===== config.mk =====
export PLATFORM = sky130hd
export DESIGN_NAME = pmicpc_top
export DESIGN_NICKNAME = d
export VERILOG_FILES = /design/src/logic/pmicpc_pkg.sv /design/src/logic/pmicpc_sync.sv /design/src/logic/pmicpc_top.sv
export SDC_FILE = /design/constraint.sdc
export NUM_CORES = 1
export LEC_CHECK = 0
export BUFFER_PORTS_ARGS = -buffer_cell sky130_fd_sc_hd__buf_2
export CAP_MARGIN = 20
export CORE_MARGIN = 5
export CORE_UTILIZATION = 35
export DETAILED_ROUTE_END_ITERATION = 12
export GPL_ROUTABILITY_DRIVEN = 0
export GPL_TIMING_DRIVEN = 0
export PLACE_DENSITY = 0.66
export SYNTH_ARGS = -nofsm -noshare
export SYNTH_HDL_FRONTEND = slang
export SYNTH_SLANG_ARGS = --single-unit

===== constraint.sdc =====
create_clock -name i_clk -period 4.83 [get_ports i_clk]
set_clock_uncertainty 0.15 [all_clocks]
set_input_delay 0 -clock i_clk [delete_from_list [all_inputs] [get_ports i_clk]]
set_output_delay 0 -clock i_clk [all_outputs]
set_load 0.01 [all_outputs]

===== src/logic/pmicpc_pkg.sv =====
// Purpose: shared constants and carrier types for the pin control logic
// Assumes: 40 MHz core clock
// Notes:   open-drain pins are modelled as output enable, high while pulling low
package pmicpc_pkg;

  localparam int unsigned CLK_HZ        = 40_000_000;
  localparam int unsigned ACK_WINDOW_S  = 5;
  localparam longint unsigned ACK_WINDOW_CYC_L = longint'(ACK_WINDOW_S) * longint'(CLK_HZ);
  localparam int unsigned ACK_WINDOW_CYC = int'(ACK_WINDOW_CYC_L);
  localparam int unsigned ACK_CNT_W      = 28;

  // dac control fields
  localparam int unsigned DAC_SEL_BIT   = 5;
  localparam int unsigned DAC_CTRL_W    = 8;
  localparam int unsigned NUM_BUCK      = 4;

  // ldo control fields and register reset values
  localparam int unsigned LDO2_EN_BIT   = 2;
  localparam int unsigned LDO3_EN_BIT   = 5;
  localparam int unsigned LDO4_EN_BIT   = 2;
  localparam int unsigned LDO_CTRL_W    = 8;
  localparam logic [7:0]  LDO_CTRL_RST  = 8'h00;
  localparam logic [7:0]  DAC_CTRL_RST  = 8'h00;

  localparam int unsigned SYNC_STAGES   = 2;
  localparam int unsigned NUM_EN        = 7;
  localparam int unsigned NUM_RAIL      = 8;

  // synchronised pin bundle
  typedef struct packed {
    logic                button_n;
    logic                host_power_ack;
    logic                standby_select_in;
    logic [NUM_EN-1:0]   enables;
  } pmicpc_pins_t;

  localparam int unsigned PINS_W = $bits(pmicpc_pins_t);

  // fault flags from the analog side
  typedef struct packed {
    logic power_fail;
    logic undervoltage;
    logic overtemp;
  } pmicpc_fault_t;

  typedef enum logic [1:0] {
    PMICPC_OFF   = 2'b00,
    PMICPC_WAIT  = 2'b01,
    PMICPC_ON    = 2'b11,
    PMICPC_DOWN  = 2'b10
  } pmicpc_state_t;

endpackage : pmicpc_pkg


===== src/logic/pmicpc_sync.sv =====
// Purpose: two-flop synchroniser for a bundle of pins
// Assumes: single clock domain
// Notes:   stage one feeds only stage two
module pmicpc_sync #(
  parameter int unsigned W = 1
) (
  // clock and reset
  input  wire logic         i_clk,
  input  wire logic         i_resetn,
  // data
  input  wire logic [W-1:0] i_d,
  output logic      [W-1:0] o_q
);

  logic [W-1:0] meta_reg;

  always_ff @(posedge i_clk or negedge i_resetn)
  begin
    if (!i_resetn)
    begin
      meta_reg <= '0;
      o_q      <= '0;
    end
    else
    begin
      meta_reg <= i_d;
      o_q      <= meta_reg;
    end
  end

endmodule : pmicpc_sync


===== src/logic/pmicpc_top.sv =====
// Purpose: pin control logic of a multi-rail power manager
// Assumes: pins synchronous-ish, 40 MHz clock, serial supply monitor as a level input
// Notes:   open-drain outputs expressed as pull-low enables
// Function
// - host must raise ack within five seconds of wake, else rails drop.
// - high ack activates wake; low ack shuts wake down.
// - wake releases high on button press or ack request.
// - button input is active low, idle high.
// - standby select low uses bit 5 choice; high forces standby dac registers.
// - alert pulls low on power-fail, undervoltage or overtemperature flags.
// - writing alert clear command releases the alert output unless a fault flag is set in the same cycle.
// - reset pulls low while keep-alive regulator low, during hard reset, or for one cycle on a button press.
// - power ok low if enabled rail below threshold, or slewing unless masked.
// - power ok held low while every regulator is disabled.
// - regulator enable inputs active high, floating reads disabled.
// - ddr variant buck 1 enable also drives termination reference.
// - registers return to power-on values when serial supply collapses.
// - ldo2 runs when enable bit or pin set; default bit zero.
// - ddr variant ldo4 enabled only by its register bit.
module pmicpc_top #(
  parameter int unsigned ACK_CYCLES = pmicpc_pkg::ACK_WINDOW_CYC,
  parameter bit          DDR_VARIANT = 1'b0
) (
  // clock and reset
  input  wire logic                              i_clk,
  input  wire logic                              i_resetn,
  // pins
  input  wire logic                              i_button_n,
  input  wire logic                              i_host_power_ack,
  input  wire logic                              i_standby_select_in,
  input  wire logic [pmicpc_pkg::NUM_EN-1:0]     i_enables,
  // analog status
  input  wire logic                              i_serial_port_supply_ok,
  input  wire logic                              i_keepalive_ok,
  input  wire logic [pmicpc_pkg::NUM_RAIL-1:0]   i_rail_good,
  input  wire logic                              i_slewing,
  input  wire pmicpc_pkg::pmicpc_fault_t         i_fault,
  // register writes from the serial port
  input  wire logic                              i_dac_wr,
  input  wire logic [1:0]                        i_dac_idx,
  input  wire logic [pmicpc_pkg::DAC_CTRL_W-1:0] i_dac_wdata,
  input  wire logic                              i_ldo_ctrl_reg_first_wr,
  input  wire logic                              i_ldo_ctrl_reg_second_wr,
  input  wire logic [pmicpc_pkg::LDO_CTRL_W-1:0] i_ldo_wdata,
  input  wire logic                              i_alert_clear_cmd,
  input  wire logic                              i_hard_reset_cmd,
  input  wire logic                              i_slew_mask,
  // outputs
  output logic                                   o_wake,
  output logic                                   o_alert_pull,
  output logic                                   o_reset_out_n,
  output logic                                   o_power_ok_out,
  output logic [pmicpc_pkg::NUM_BUCK-1:0]        o_dac_use_standby,
  output logic [pmicpc_pkg::NUM_RAIL-1:0]        o_rail_en,
  output logic                                   o_ddr_term_ref_out,
  output pmicpc_pkg::pmicpc_state_t              o_state
);

  pmicpc_pkg::pmicpc_pins_t pins_raw, pins;
  pmicpc_pkg::pmicpc_state_t state_reg, state_next;
  logic [pmicpc_pkg::ACK_CNT_W-1:0] ack_cnt_reg;
  logic [pmicpc_pkg::NUM_BUCK-1:0]  dac_sel_reg;
  logic [pmicpc_pkg::LDO_CTRL_W-1:0] ldo_ctrl_reg_first_reg, ldo_ctrl_reg_second_reg;
  logic button_prev_reg, press, alert_reg;
  logic [pmicpc_pkg::NUM_RAIL-1:0] rail_en;
  logic expired;

  // pin order: b1 b2 b3 b4 l2 l3 l4
  function automatic logic any_set(input logic [pmicpc_pkg::NUM_RAIL-1:0] v);
    any_set = |v;
  endfunction : any_set

  assign pins_raw.button_n          = i_button_n;
  assign pins_raw.host_power_ack    = i_host_power_ack;
  assign pins_raw.standby_select_in = i_standby_select_in;
  assign pins_raw.enables           = i_enables;

  pmicpc_sync #(.W(pmicpc_pkg::PINS_W)) u_sync (
    .i_clk    (i_clk),
    .i_resetn (i_resetn),
    .i_d      (pins_raw),
    .o_q      (pins)
  );

  // history clears low like the synchroniser, so reset release is no press;
  // a button already held at release is ignored until it is let go
  always_ff @(posedge i_clk or negedge i_resetn)
  begin
    if (!i_resetn)
      button_prev_reg <= 1'b0;
    else
      button_prev_reg <= pins.button_n;
  end
  assign press = button_prev_reg & ~pins.button_n;

  assign expired = (ack_cnt_reg >= pmicpc_pkg::ACK_CNT_W'(ACK_CYCLES - 1));

  // wake handshake
  always_comb
  begin
    state_next = state_reg;
    case (state_reg)
      pmicpc_pkg::PMICPC_OFF:
        if (pins.host_power_ack)
          state_next = pmicpc_pkg::PMICPC_ON;
        else if (press)
          state_next = pmicpc_pkg::PMICPC_WAIT;
      pmicpc_pkg::PMICPC_WAIT:
        if (pins.host_power_ack)
          state_next = pmicpc_pkg::PMICPC_ON;
        else if (expired)
          state_next = pmicpc_pkg::PMICPC_DOWN;
      pmicpc_pkg::PMICPC_ON:
        if (!pins.host_power_ack)
          state_next = pmicpc_pkg::PMICPC_DOWN;
      pmicpc_pkg::PMICPC_DOWN:
        state_next = pmicpc_pkg::PMICPC_OFF;
      default:
        state_next = pmicpc_pkg::PMICPC_OFF;
    endcase
  end

  always_ff @(posedge i_clk or negedge i_resetn)
  begin
    if (!i_resetn)
      state_reg <= pmicpc_pkg::PMICPC_OFF;
    else
      state_reg <= state_next;
  end

  // window counter runs only while waiting for the host
  always_ff @(posedge i_clk or negedge i_resetn)
  begin
    if (!i_resetn)
      ack_cnt_reg <= '0;
    else if (state_reg == pmicpc_pkg::PMICPC_WAIT && !expired)
      ack_cnt_reg <= ack_cnt_reg + 1'b1;
    else if (state_reg != pmicpc_pkg::PMICPC_WAIT)
      ack_cnt_reg <= '0;
  end

  // serial registers reset when their supply collapses; gated as a sync clear
  always_ff @(posedge i_clk or negedge i_resetn)
  begin
    if (!i_resetn)
    begin
      ldo_ctrl_reg_first_reg    <= pmicpc_pkg::LDO_CTRL_RST;
      ldo_ctrl_reg_second_reg    <= pmicpc_pkg::LDO_CTRL_RST;
      dac_sel_reg <= '0;
    end
    else if (!i_serial_port_supply_ok)
    begin
      ldo_ctrl_reg_first_reg    <= pmicpc_pkg::LDO_CTRL_RST;
      ldo_ctrl_reg_second_reg    <= pmicpc_pkg::LDO_CTRL_RST;
      dac_sel_reg <= '0;
    end
    else
    begin
      if (i_ldo_ctrl_reg_first_wr)
        ldo_ctrl_reg_first_reg <= i_ldo_wdata;
      if (i_ldo_ctrl_reg_second_wr)
        ldo_ctrl_reg_second_reg <= i_ldo_wdata;
      if (i_dac_wr)
        dac_sel_reg[i_dac_idx] <= i_dac_wdata[pmicpc_pkg::DAC_SEL_BIT];
    end
  end

  // rail enables; wake drives pin-strapped sequences only through enable pins
  always_comb
  begin
    rail_en    = '0;
    rail_en[3:0] = pins.enables[3:0];
    rail_en[4] = pins.enables[4] | ldo_ctrl_reg_first_reg[pmicpc_pkg::LDO2_EN_BIT];
    rail_en[5] = pins.enables[5] | ldo_ctrl_reg_first_reg[pmicpc_pkg::LDO3_EN_BIT];
    rail_en[6] = DDR_VARIANT ? ldo_ctrl_reg_second_reg[pmicpc_pkg::LDO4_EN_BIT]
                             : (pins.enables[6] | ldo_ctrl_reg_second_reg[pmicpc_pkg::LDO4_EN_BIT]);
    rail_en[7] = DDR_VARIANT & pins.enables[0];
    if (state_reg == pmicpc_pkg::PMICPC_DOWN)
      rail_en = '0;
  end

  // registered outputs
  always_ff @(posedge i_clk or negedge i_resetn)
  begin
    if (!i_resetn)
    begin
      o_wake             <= 1'b0;
      o_rail_en          <= '0;
      o_ddr_term_ref_out <= 1'b0;
      o_dac_use_standby  <= '0;
      o_reset_out_n      <= 1'b0;
      o_power_ok_out     <= 1'b0;
      o_state            <= pmicpc_pkg::PMICPC_OFF;
    end
    else
    begin
      o_wake             <= (state_next == pmicpc_pkg::PMICPC_WAIT) ||
                            (state_next == pmicpc_pkg::PMICPC_ON);
      o_rail_en          <= rail_en;
      o_ddr_term_ref_out <= rail_en[7];
      o_dac_use_standby  <= pins.standby_select_in ? '1 : dac_sel_reg;
      o_reset_out_n      <= i_keepalive_ok & ~i_hard_reset_cmd & ~press;
      o_power_ok_out     <= any_set(rail_en) && ((i_rail_good | ~rail_en) == '1) &&
                            !(i_slewing && !i_slew_mask);
      o_state            <= state_next;
    end
  end

  // alert: set wins over a simultaneous clear
  always_ff @(posedge i_clk or negedge i_resetn)
  begin
    if (!i_resetn)
      alert_reg <= 1'b0;
    else if (|i_fault)
      alert_reg <= 1'b1;
    else if (i_alert_clear_cmd || !i_serial_port_supply_ok)
      alert_reg <= 1'b0;
  end
  assign o_alert_pull = alert_reg;

  a_ack_window: assert property (@(posedge i_clk) disable iff (!i_resetn)
    (state_reg == pmicpc_pkg::PMICPC_WAIT && expired && !pins.host_power_ack)
      |=> state_reg == pmicpc_pkg::PMICPC_DOWN) else $error("ack window not enforced");
  a_ack_low_drop: assert property (@(posedge i_clk) disable iff (!i_resetn)
    (state_reg == pmicpc_pkg::PMICPC_ON && !pins.host_power_ack) |=> !o_wake)
    else $error("wake not shut by ack low");
  a_press_wake: assert property (@(posedge i_clk) disable iff (!i_resetn)
    (state_reg == pmicpc_pkg::PMICPC_OFF && press) |=> o_wake) else $error("press did not wake");
  a_standby_force: assert property (@(posedge i_clk) disable iff (!i_resetn)
    pins.standby_select_in |=> o_dac_use_standby == '1) else $error("standby not forced");
  a_alert_sets: assert property (@(posedge i_clk) disable iff (!i_resetn)
    (|i_fault) |=> o_alert_pull) else $error("alert not raised");
  a_alert_clear: assert property (@(posedge i_clk) disable iff (!i_resetn)
    (i_alert_clear_cmd && !(|i_fault)) |=> !o_alert_pull) else $error("alert not cleared");
  a_reset_hold: assert property (@(posedge i_clk) disable iff (!i_resetn)
    (!i_keepalive_ok || i_hard_reset_cmd) |=> !o_reset_out_n) else $error("reset not low");
  a_all_off_low: assert property (@(posedge i_clk) disable iff (!i_resetn)
    (rail_en == '0) |=> !o_power_ok_out) else $error("power ok with all off");
  a_regs_reset: assert property (@(posedge i_clk) disable iff (!i_resetn)
    !i_serial_port_supply_ok |=> (ldo_ctrl_reg_first_reg == pmicpc_pkg::LDO_CTRL_RST && dac_sel_reg == '0))
    else $error("registers not reset");

  c_ack_ok: cover property (@(posedge i_clk) state_reg == pmicpc_pkg::PMICPC_WAIT ##1
    state_reg == pmicpc_pkg::PMICPC_ON);
  c_timeout: cover property (@(posedge i_clk) state_reg == pmicpc_pkg::PMICPC_WAIT ##1
    state_reg == pmicpc_pkg::PMICPC_DOWN);
  c_alert_cycle: cover property (@(posedge i_clk) o_alert_pull ##1 !o_alert_pull);

endmodule : pmicpc_top


==> out/results.txt, run 1 <==
Worst Hold Class - in2reg
mean routed wirelength per cell - 14.9 um
initial antenna violation count - 0
worst-path fanout max - 8
Hold Vio Cnt, Final - 0
worst slew pin tran - 894 ps
top post-synthesis cells by area - dfrtp_1 (56%), mux2i_1 (3.4%), a21oi_1 (3.1%)
Final period util - 0.518
IO Pins - 69
number of global-route vias before repair - 2646
Slew Viols, Final - 0
startpoint class of the critical path - flop
worst path required time - 4920 ps
hpwl dp - 4970 um
GR Util All Layers - 0.141
1st-iter DRT viols - 209
EDFF count, synth - 0
Avg Inst Size Synth - 10.6 um2
Yosys top cell area share - 0.559
CTS tree - yes
FP Rows - 35
Async SR Flop Fraction - 1.00
multi-input logic area - 0.00133 mm2
total core area - 0.00911 mm2
Main synth FF type - dfrtp_1
Initial Utilization - 0.354
full die area - 0.0112 mm2
max reg flops - 28
clk_lat worst skew - 350 ps
Hold WS - 132 ps
FF+latch count, synth - 72
Peak Freq - 400 MHz
Yosys warning count - 0
Die W - 106 um
CTS Buf Count - 9
DRC Markers - 0
# clock sinks - 72
Fillers - 853
largest net degree at the start of global routing - 73
Clk pin slew, worst setup/hold paths - 80 ps
Tmin final - 2500 ps
VDD IR max - 0.142 mV
Crit path arrival time - 2590 ps
n_diodes - 0
Netlist cell types - 52
first-pass GRT wire length - 12700 um
Leak - 0.00176 uW
RSZ-0062 raised after global routing - false
Synth area leader - dfrtp_1
Setup Crit Path Kind - reg2reg
average vias per placed instance - 5.21
power per cell area - 344 mW/mm2
Setup TNS Final - 0 ps
Post-DRT Antenna Nets - 0
Synth-to-Final Area Change - 28.6%
Setup crit end kind - flop
mapped cell area - 0.00322 mm2
vias - 2688
Post-Route WL - 7690 um
register area - 0.00180 mm2
Die Ht - 106 um
Final setup viols - 0
DRT Pass-1 Iters - 5
Clock Path Buffers - 2
total grt overflow - 0
worst rel slew slack - 0.404
layout cells sized above 1 - 0.207
IO Port Bufs - 52
H-tree Lvls - 3
Seq/Total Area, Yosys - 0.559
Final #Nets - 451
synthesized instance count - 303
Max Cap Viol - 0
outcome - completed
clock root cell - clkbuf_8
-- per-stage QoR --
step	cell area [um2]	utilization	setup WS [ps]	power (uW)	instances
global route	4150	0.455	2130	1500	516
global placement	3630	0.398	2380	940	467
CTS	4150	0.455	2350	1430	516
floorplan	3230	-	2660	837	304
finish	4150	0.455	2330	1430	516
detailed placement	3630	0.398	2360	949	467
-- metal layers --
layer  wire [um]  GRT usage  up-vias  share of wire
li1            -          -     1316              -
met1        3540      0.186     1300           0.46
met2        3770      0.227       63           0.49
met3         261     0.0298        9          0.034
met4         116     0.0546        0          0.015
met5           0          0        -              0
-- cell usage in the layout, fill, tap and decap left out, types with 3 or more instances in the layout --
cell           count
or2_2              4
buf_4              5
or4_1             11
nor2b_1           10
dfrtp_1           72
inv_1              7
nand3_1           12
o31a_1             3
dlygate4sd3_1     33
mux2i_1           11
nor2_1            24
nor4_1             5
clkbuf_1           7
nand2_1           18
a21oi_1           20
o31ai_1           10
buf_2             55
or3_1              8
nor3_1             8
o21a_1             3
nand2b_1           6
nand4_1            6
nor3b_1            3
clkbuf_8           9
o21ai_0           10
-- synthesized netlist by cell type (2+ instances only) --
library cell and number:
or4_1 11, clkbuf_1 5, a21oi_1 20, o211ai_1 2, nor4_1 5, o31a_1 3
or3_1 8, o2111ai_1 2, mux2i_1 11, nor2_1 24, buf_4 4, a41oi_1 2
nand3b_1 2, nand2_1 18, and2_1 2, o22ai_1 2, or2_2 4, nor3b_1 3
o31ai_1 10, o21a_1 3, a31oi_1 2, nor3_1 8, o41ai_1 2, nand2b_1 6
nand3_1 12, o21ai_0 10, dfrtp_1 72, nor2b_1 10, a211oi_2 2, a21o_1 2
inv_1 7, nand4_1 6, buf_2 4
-- kinds of logic (layout without fill, tap and decap cells) --
kind of cell	Yosys count	in the layout	synth area share
AOI/OAI and AO/OA	69	69	0.146
xor gates and xnor gates	1	1	0.00272
adders and majority gates	1	1	0.00388
buffers and inverters	20	121	0.0295
DFF	72	72	0.559
muxes	11	11	0.0341
other	1	2	0.00116
and+or+nand+nor	128	128	0.224
-- timing repair --
action	CTS	global route
resized for setup	0	0
endpoints found under the setup margin	0	0
endpoints found under the hold margin	92	0
setup buffers	0	0
hold buffers	33	0
-- worst paths after layout --
check	end	slack (ps)	cells after the start	start
min in group asynchronous	o_alert_pull	160	2	i_resetn
hold reg to reg	u_sync.o_q[9]	200	0	u_sync.meta_reg[9]
setup / recovery	ack_cnt_reg[19]	2330	6	ack_cnt_reg[20]
hold / removal	u_sync.meta_reg[7]	130	2	i_standby_select_in
max in group asynchronous	ack_cnt_reg[25]	3780	2	i_resetn
setup reg to reg	ack_cnt_reg[19]	2330	6	ack_cnt_reg[20]
-- power by group --
| group | switching, uW | total (uW) | internal (uW) |
|---|---|---|---|
| Clock | 229 | 468 | 239 |
| Sequential | 32.5 | 684 | 651 |
| Combinational | 162 | 276 | 114 |
| Total | 424 | 1430 | 1000 |
-- layout make-up --
class                      count  area share
buffer                        13      0.0166
clock buffer                  11      0.0317
tap                          111      0.0335
inverter                       7     0.00633
sequential                    72       0.434
timing repair buffer          85       0.143
multi-input combinational    212       0.321
clock inverter                 5      0.0136
-- critical path, stage by stage (launching register included) --
cell and delay, ps:
dfrtp_1 430, nand4bb_1 260, or4_1 530, buf_2 180, a211oi_2 500, o311ai_0 230, o41ai_1 110
No activity file was read; power rests on OpenSTA's default activity.
==> inputs of run 2 (changes only) <==
--- a/config.mk
+++ b/config.mk
@@ -12,7 +12,7 @@
 export DETAILED_ROUTE_END_ITERATION = 12
 export GPL_ROUTABILITY_DRIVEN = 0
 export GPL_TIMING_DRIVEN = 0
-export PLACE_DENSITY = 0.66
+export PLACE_DENSITY = 0.68
 export SYNTH_ARGS = -nofsm -noshare
 export SYNTH_HDL_FRONTEND = slang
 export SYNTH_SLANG_ARGS = --single-unit
==> constraint.sdc (replaced) <==
create_clock -name i_clk -period 2.15 [get_ports i_clk]
set_clock_uncertainty 0.15 [all_clocks]
set_input_delay 0 -clock i_clk [delete_from_list [all_inputs] [get_ports i_clk]]
set_output_delay 0 -clock i_clk [all_outputs]
set_load 0.01 [all_outputs]
==> run 2 against run 1 <==
- the flow now finishes with violations (setup timing)
- non-clock buffer count grew 32
- global-route usage rose by 2.3 points
- sequential share of layout area shrank 5.6 points
- count of clock-buffer cells in the layout decreased by 1
- die area did not move
- sequential power is 130% higher
- via count grew 11%
- total power is 150% higher
- register-to-register slack got worse by 2400 ps
- first-iteration DRC count is 14% higher
==> out/results.txt, run 2 (synthesized netlist as in run 1, its figures left out) <==
worst-path fanout max - 8 (unchanged)
crit-path cells - and4_4, or4b_4, a21o_4, buf_8, o311ai_4, o41ai_2
CTS tree - yes
full die area - 0.0112 mm2 (unchanged)
Worst Hold Class - in2reg
Final #Nets - 483 (+7.1%)
hpwl dp - 5210 um (+4.7%)
met2 WL - 4710 um (+25%)
most frequent cells in the layout - dfrtp_1 (66), buf_2 (51), dlygate4sd3_1 (36)
total core area - 0.00911 mm2 (unchanged)
Fillers - 757 (-11%)
# clock sinks - 72 (unchanged)
Peak Freq - 455 MHz (+14%)
most common cell after layout, fill and taps aside - dfrtp_1
Hold WS - 138 ps (+5.79 ps)
DR top layer - met4
max reg flops - 28 (unchanged)
Post-Route WL - 9060 um (+18%)
startpoint class of the critical path - flop
Hold Crit Depth - 2 (unchanged)
Post-DRT Antenna Nets - 0 (unchanged)
Worst R2R End - ack_cnt_reg[19]
reg2reg start - ack_cnt_reg[1]
M1 wire length - 3680 um (+4.0%)
FP Rows - 35 (unchanged)
Setup Crit Path Kind - reg2reg
clk_lat worst skew - 350 ps (about the same)
dpl ws - -339 ps (-2700 ps)
failing checks - setup timing
CTS Buf Count - 9 (unchanged)
Die W - 106 um (unchanged)
Final period util - 1.02 (+0.504)
R2R setup slack - -50 ps (-2380 ps)
Crit path arrival time - 2270 ps (-320 ps)
Sw Ratio - 0.297 (-0.000365)
routed wl met3 - 349 um (+34%)
total grt overflow - 0 (unchanged)
power per cell area - 732 mW/mm2 (+110%)
clock root cell - clkbuf_8
number of global-route vias before repair - 3024 (+14%)
R2R depth - 6 (unchanged)
Clock Path Buffers - 2 (unchanged)
H-tree Lvls - 3 (unchanged)
RSZ-0062 raised after global routing - true
mean routed wirelength per cell - 16.5 um (+11%)
n_diodes - 0 (unchanged)
DRC Markers - 0 (unchanged)
Hold Vio Cnt, Final - 0 (unchanged)
Clk pin slew, worst setup/hold paths - 80 ps (about the same)
Tmin final - 2200 ps (-305 ps)
internal power - 2460 uW (+150%)
Synth-to-Final Area Change - 48.4%
Setup crit end kind - flop
initial antenna violation count - 0 (unchanged)
largest net degree at the start of global routing - 73 (unchanged)
vias - 2990 (+11%)
Util after Layout - 0.525 (+0.0701)
worst path required time - 2220 ps (-2700 ps)
average vias per placed instance - 5.46 (+4.7%)
Leak - 0.00203 uW (+15%)
Setup TNS Final - -227 ps (-227 ps)
Final setup viols - 12 (+12)
first-pass GRT wire length - 14800 um (+17%)
Seq pwr share - 0.441 (-0.038)
worst slew pin tran - 893 ps (-1.30 ps)
CP peak stage delay - 470 ps (-60 ps)
layout cells sized above 1 - 0.362 (+0.154)
outcome - finished, violations left
Max Cap Viol - 0 (unchanged)
1st-iter DRT viols - 238 (+14%)
worst hold endpoint - u_sync.meta_reg[5]
CP max stage cell - or4b_4
Slew Viols, Final - 0 (unchanged)
VDD IR max - 0.420 mV (+200%)
IO Port Bufs - 52 (unchanged)
switching pwr - 1040 uW (+140%)
IO Pins - 69 (unchanged)
Gate power share - 0.207 (+0.014)
fin worst setup slack - -45.7 ps (-2380 ps)
Clock Power Share - 0.352 (+0.024)
Die Ht - 106 um (unchanged)
Initial Utilization - 0.354 (unchanged)
worst rel slew slack - 0.405 (+0.000867)
GR Util All Layers - 0.164 (+0.0233)
Worst Hold Launch - i_enables[5]
DRT Pass-1 Iters - 5 (unchanged)
-- run 2: power by group through the flow --
stage	Clock [uW]	Sequential, uW	Combinational, uW
after floorplan	0	1590	295
after global placement	0	1560	552
after detailed placement	0	1560	566
after CTS	1250	1530	657
after global routing	1310	1560	791
final	1230	1540	724
-- run 2: timing repair --
item,4_1_cts,5_1_grt
hold buffers,36,0
setup endpoints to repair,29,29
pin swaps,12,19
gates cloned,1,1
resized for setup,41,41
endpoints found under the hold margin,92,0
buffers inserted,19,9
-- run 2: final cells by class --
| cell class | instances | area (um2) | share of cell area |
|---|---|---|---|
| plain buffers | 12 | 105 | 0.0220 |
| clock buffers | 10 | 138 | 0.0288 |
| clock inverters | 6 | 90.1 | 0.0188 |
| inverters | 7 | 26.3 | 0.00549 |
| multi-input cells | 212 | 1600 | 0.335 |
| flip-flops and latches | 72 | 1810 | 0.378 |
| well taps | 111 | 139 | 0.0290 |
| repair buffers | 118 | 877 | 0.183 |
-- run 2: how the worst max path moves through the flow --
stage                          from               to  depth (start not counted)
floorplan           ack_cnt_reg[20]  ack_cnt_reg[11]                          6
global placement    ack_cnt_reg[20]   ack_cnt_reg[6]                          6
detailed placement  ack_cnt_reg[20]  ack_cnt_reg[22]                          7
CTS                 ack_cnt_reg[12]   ack_cnt_reg[0]                          7
global route        ack_cnt_reg[12]   ack_cnt_reg[3]                          6
finish               ack_cnt_reg[1]  ack_cnt_reg[19]                          6
-- run 2: per-layer routing --
metal / up-vias / GRT usage
met2: 94 / 0.273
met3: 31 / 0.0322
met4: 0 / 0.0962
li1: 1376 / -
met5: - / 0
met1: 1489 / 0.197
-- run 2: per-stage QoR --
step | cells | area [um2] | power (uW)
2_1_floorplan | 304 | 3230 | 1880
3_3_place_gp | 467 | 3630 | 2110
3_5_place_dp | 467 | 3630 | 2130
4_1_cts | 539 | 4560 | 3440
5_1_grt | 548 | 4790 | 3670
6_report | 548 | 4790 | 3500
-- run 2: critical path, delay by kind of cell, from the launching register on --
kind	cells	cell delay, ps
DFF	1	420
buffers and inverters	1	150
AOI/OAI and AO/OA	3	640
and+or+nand+nor	2	710
==> inputs of run 3 (changes only) <==
--- a/config.mk
+++ b/config.mk
@@ -7,12 +7,14 @@
 export LEC_CHECK = 0
 export BUFFER_PORTS_ARGS = -buffer_cell sky130_fd_sc_hd__buf_2
 export CAP_MARGIN = 20
+export CELL_PAD_IN_SITES_DETAIL_PLACEMENT = 1
+export CELL_PAD_IN_SITES_GLOBAL_PLACEMENT = 2
 export CORE_MARGIN = 5
-export CORE_UTILIZATION = 35
+export CORE_UTILIZATION = 31
 export DETAILED_ROUTE_END_ITERATION = 12
 export GPL_ROUTABILITY_DRIVEN = 0
 export GPL_TIMING_DRIVEN = 0
-export PLACE_DENSITY = 0.68
+export PLACE_DENSITY = 0.87
 export SYNTH_ARGS = -nofsm -noshare
 export SYNTH_HDL_FRONTEND = slang
 export SYNTH_SLANG_ARGS = --single-unit
==> constraint.sdc (replaced) <==
create_clock -name i_clk -period 1.9 [get_ports i_clk]
set_clock_uncertainty 0.15 [all_clocks]
set_input_delay 0 -clock i_clk [delete_from_list [all_inputs] [get_ports i_clk]]
set_output_delay 0 -clock i_clk [all_outputs]
set_load 0.01 [all_outputs]
==> run 3 against run 2 <==
- the run still ends with setup timing left
- via count is 1.4% higher
- critical path depth did not move
- maximum frequency shrank 4.8%
- final area is 2.5% higher
- count of clock-buffer cells in the layout did not move
- global-route usage grew 1.7 points
- hold slack worse by 24 ps
- die area up 12%
- first-iteration DRC count fell by 26%
- sequential share of layout area shrank 0.76 points
- register-to-register slack got worse by 360 ps
==> out/results.txt, run 3 (synthesized netlist as in run 1, its figures left out) <==
outcome - finished, violations left
Gate power share - 0.217 (+0.010)
Final setup viols - 30 (+18)
startpoint class of the critical path - flop
Clk pin slew, worst setup/hold paths - 80 ps (about the same)
layout cells sized above 1 - 0.430 (+0.0683)
Synth-to-Final Area Change - 52.2%
max reg flops - 28 (unchanged)
Crit path arrival time - 2460 ps (+190 ps)
CTS tree - yes
clk_lat worst skew - 360 ps (about the same)
total grt overflow - 0 (unchanged)
Die Ht - 112 um (+5.7%)
RSZ-0062 raised after global routing - true
worst path required time - 2050 ps (-170 ps)
Worst Hold Class - in2reg
internal power - 2760 uW (+12%)
number of global-route vias before repair - 3312 (+9.5%)
reg2reg start - ack_cnt_reg[1]
Max Cap Viol - 0 (unchanged)
DRT Pass-1 Iters - 4 (-1)
Sw Ratio - 0.316 (+0.0195)
DRC Markers - 0 (unchanged)
n_diodes - 0 (unchanged)
worst rel slew slack - 0.350 (-0.0541)
Worst R2R End - ack_cnt_reg[9]
Slew Viols, Final - 0 (unchanged)
FP Rows - 37 (+5.7%)
most common cell after layout, fill and taps aside - dfrtp_1
R2R depth - 6 (unchanged)
CTS Buf Count - 9 (unchanged)
Hold Vio Cnt, Final - 0 (unchanged)
vias - 3032 (+1.4%)
initial antenna violation count - 0 (unchanged)
total core area - 0.0102 mm2 (+12%)
first-pass GRT wire length - 18000 um (+21%)
IO Port Bufs - 52 (unchanged)
Setup Crit Path Kind - reg2reg
full die area - 0.0125 mm2 (+12%)
Post-DRT Antenna Nets - 0 (unchanged)
Final #Nets - 481 (-0.41%)
clock root cell - clkbuf_8
failing checks - setup timing
average vias per placed instance - 5.31 (-2.7%)
Critical Path End - ack_cnt_reg[9]
worst-path fanout max - 6 (-2)
Setup TNS Final - -9440 ps (-9220 ps)
mean routed wirelength per cell - 20.3 um (+23%)
Leak - 0.00204 uW (+0.48%)
Peak Freq - 433 MHz (-4.8%)
hpwl dp - 6050 um (+16%)
post-route cell area - 0.00491 mm2 (+2.5%)
GR Util All Layers - 0.181 (+0.0174)
most frequent cells in the layout - dfrtp_1 (59), buf_2 (52), dlygate4sd3_1 (34)
Post-Route WL - 11600 um (+28%)
switching pwr - 1270 uW (+23%)
# clock sinks - 72 (unchanged)
Critical Path Start - ack_cnt_reg[1]
fin worst setup slack - -407 ps (-361 ps)
largest net degree at the start of global routing - 73 (unchanged)
Final period util - 1.21 (+0.193)
Tmin final - 2310 ps (+111 ps)
R2R setup slack - -410 ps (-360 ps)
H-tree Lvls - 3 (unchanged)
placed cell area - 0.00370 mm2 (+1.9%)
Clock Path Buffers - 2 (unchanged)
Clock Power Share - 0.345 (-0.007)
worst slew pin tran - 974 ps (+81.1 ps)
Initial Utilization - 0.315 (-0.0388)
Setup crit end kind - flop
VDD IR max - 0.576 mV (+37%)
1st-iter DRT viols - 175 (-26%)
Seq pwr share - 0.438 (-0.003)
power per cell area - 822 mW/mm2 (+12%)
Die W - 112 um (+5.7%)
IO Pins - 69 (unchanged)
## run 3: changes by cell type in the layout (fill, tap and decap cells not counted), sizes merged
cell	change
clkinv	+2
dlygate4sd3	-2
buf	+1
clkbuf	-1
clkinvlp	-1
inv	-1
## run 3: area by class of cell
cell class                 instances  area, um2
fill                            1107       5320
sequential                        72       1820
multi-input combinational        212       1730
timing repair buffer             116        861
tap                              136        170
clock buffer                      10        128
clock inverter                     6       91.3
buffer                            12       85.1
inverter                           7       26.3
## run 3: critical path: stages, from the launching register on
cell and delay, ps:
dfrtp_1 450, and4_4 270, or4b_4 480, a21o_4 240, buf_4 150, or4_4 420
nand2_2 80
## run 3: routing by layer
metal / wire length [um] / track usage / up-vias
li1: - / - / 1367
met1: 4570 / 0.213 / 1582
met2: 6470 / 0.329 / 61
met3: 326 / 0.0348 / 22
met4: 227 / 0.0665 / 0
met5: 0 / 0 / -
## run 3: timing repair
| item | 4_1_cts | 5_1_grt |
|---|---|---|
| setup buffers | 19 | 9 |
| hold buffers | 35 | 0 |
| endpoints found under the setup margin | 30 | 32 |
| gates cloned | 2 | 0 |
| hold endpoints to repair | 92 | 0 |
| gates resized for setup | 56 | 51 |
| pin swaps | 20 | 22 |
## run 3: power groups by stage
| stage | combinational [uW] | sequential (uW) | clock, uW |
|---|---|---|---|
| 2_1_floorplan | 335 | 1800 | 0 |
| 3_3_place_gp | 649 | 1770 | 0 |
| 3_5_place_dp | 679 | 1770 | 0 |
| 4_1_cts | 777 | 1740 | 1400 |
| 5_1_grt | 955 | 1780 | 1490 |
| 6_report | 877 | 1770 | 1390 |
## run 3: metrics by stage
| stage | worst slack (ps) | instances | hold slack [ps] | utilization | power [uW] |
|---|---|---|---|---|---|
| 2_1_floorplan | -206 | 304 | -446 | - | 2130 |
| 3_3_place_gp | -555 | 492 | -40.9 | 0.361 | 2420 |
| 3_5_place_dp | -646 | 492 | -40.3 | 0.362 | 2450 |
| 4_1_cts | -315 | 563 | 105 | 0.456 | 3920 |
| 5_1_grt | -450 | 571 | 105 | 0.480 | 4220 |
| 6_report | -407 | 571 | 114 | 0.480 | 4030 |
## run 3: worst min path at each step
| stage | startpoint | cells after the start | slack, ps | end |
|---|---|---|---|---|
| after floorplan | i_resetn | 0 | -450 | ack_cnt_reg[0] |
| after global placement | i_enables[5] | 1 | -40 | u_sync.meta_reg[5] |
| after detailed placement | i_enables[5] | 1 | -40 | u_sync.meta_reg[5] |
| after CTS | i_standby_select_in | 2 | 100 | u_sync.meta_reg[7] |
| after global routing | i_standby_select_in | 2 | 100 | u_sync.meta_reg[7] |
| final | i_standby_select_in | 2 | 110 | u_sync.meta_reg[7] |
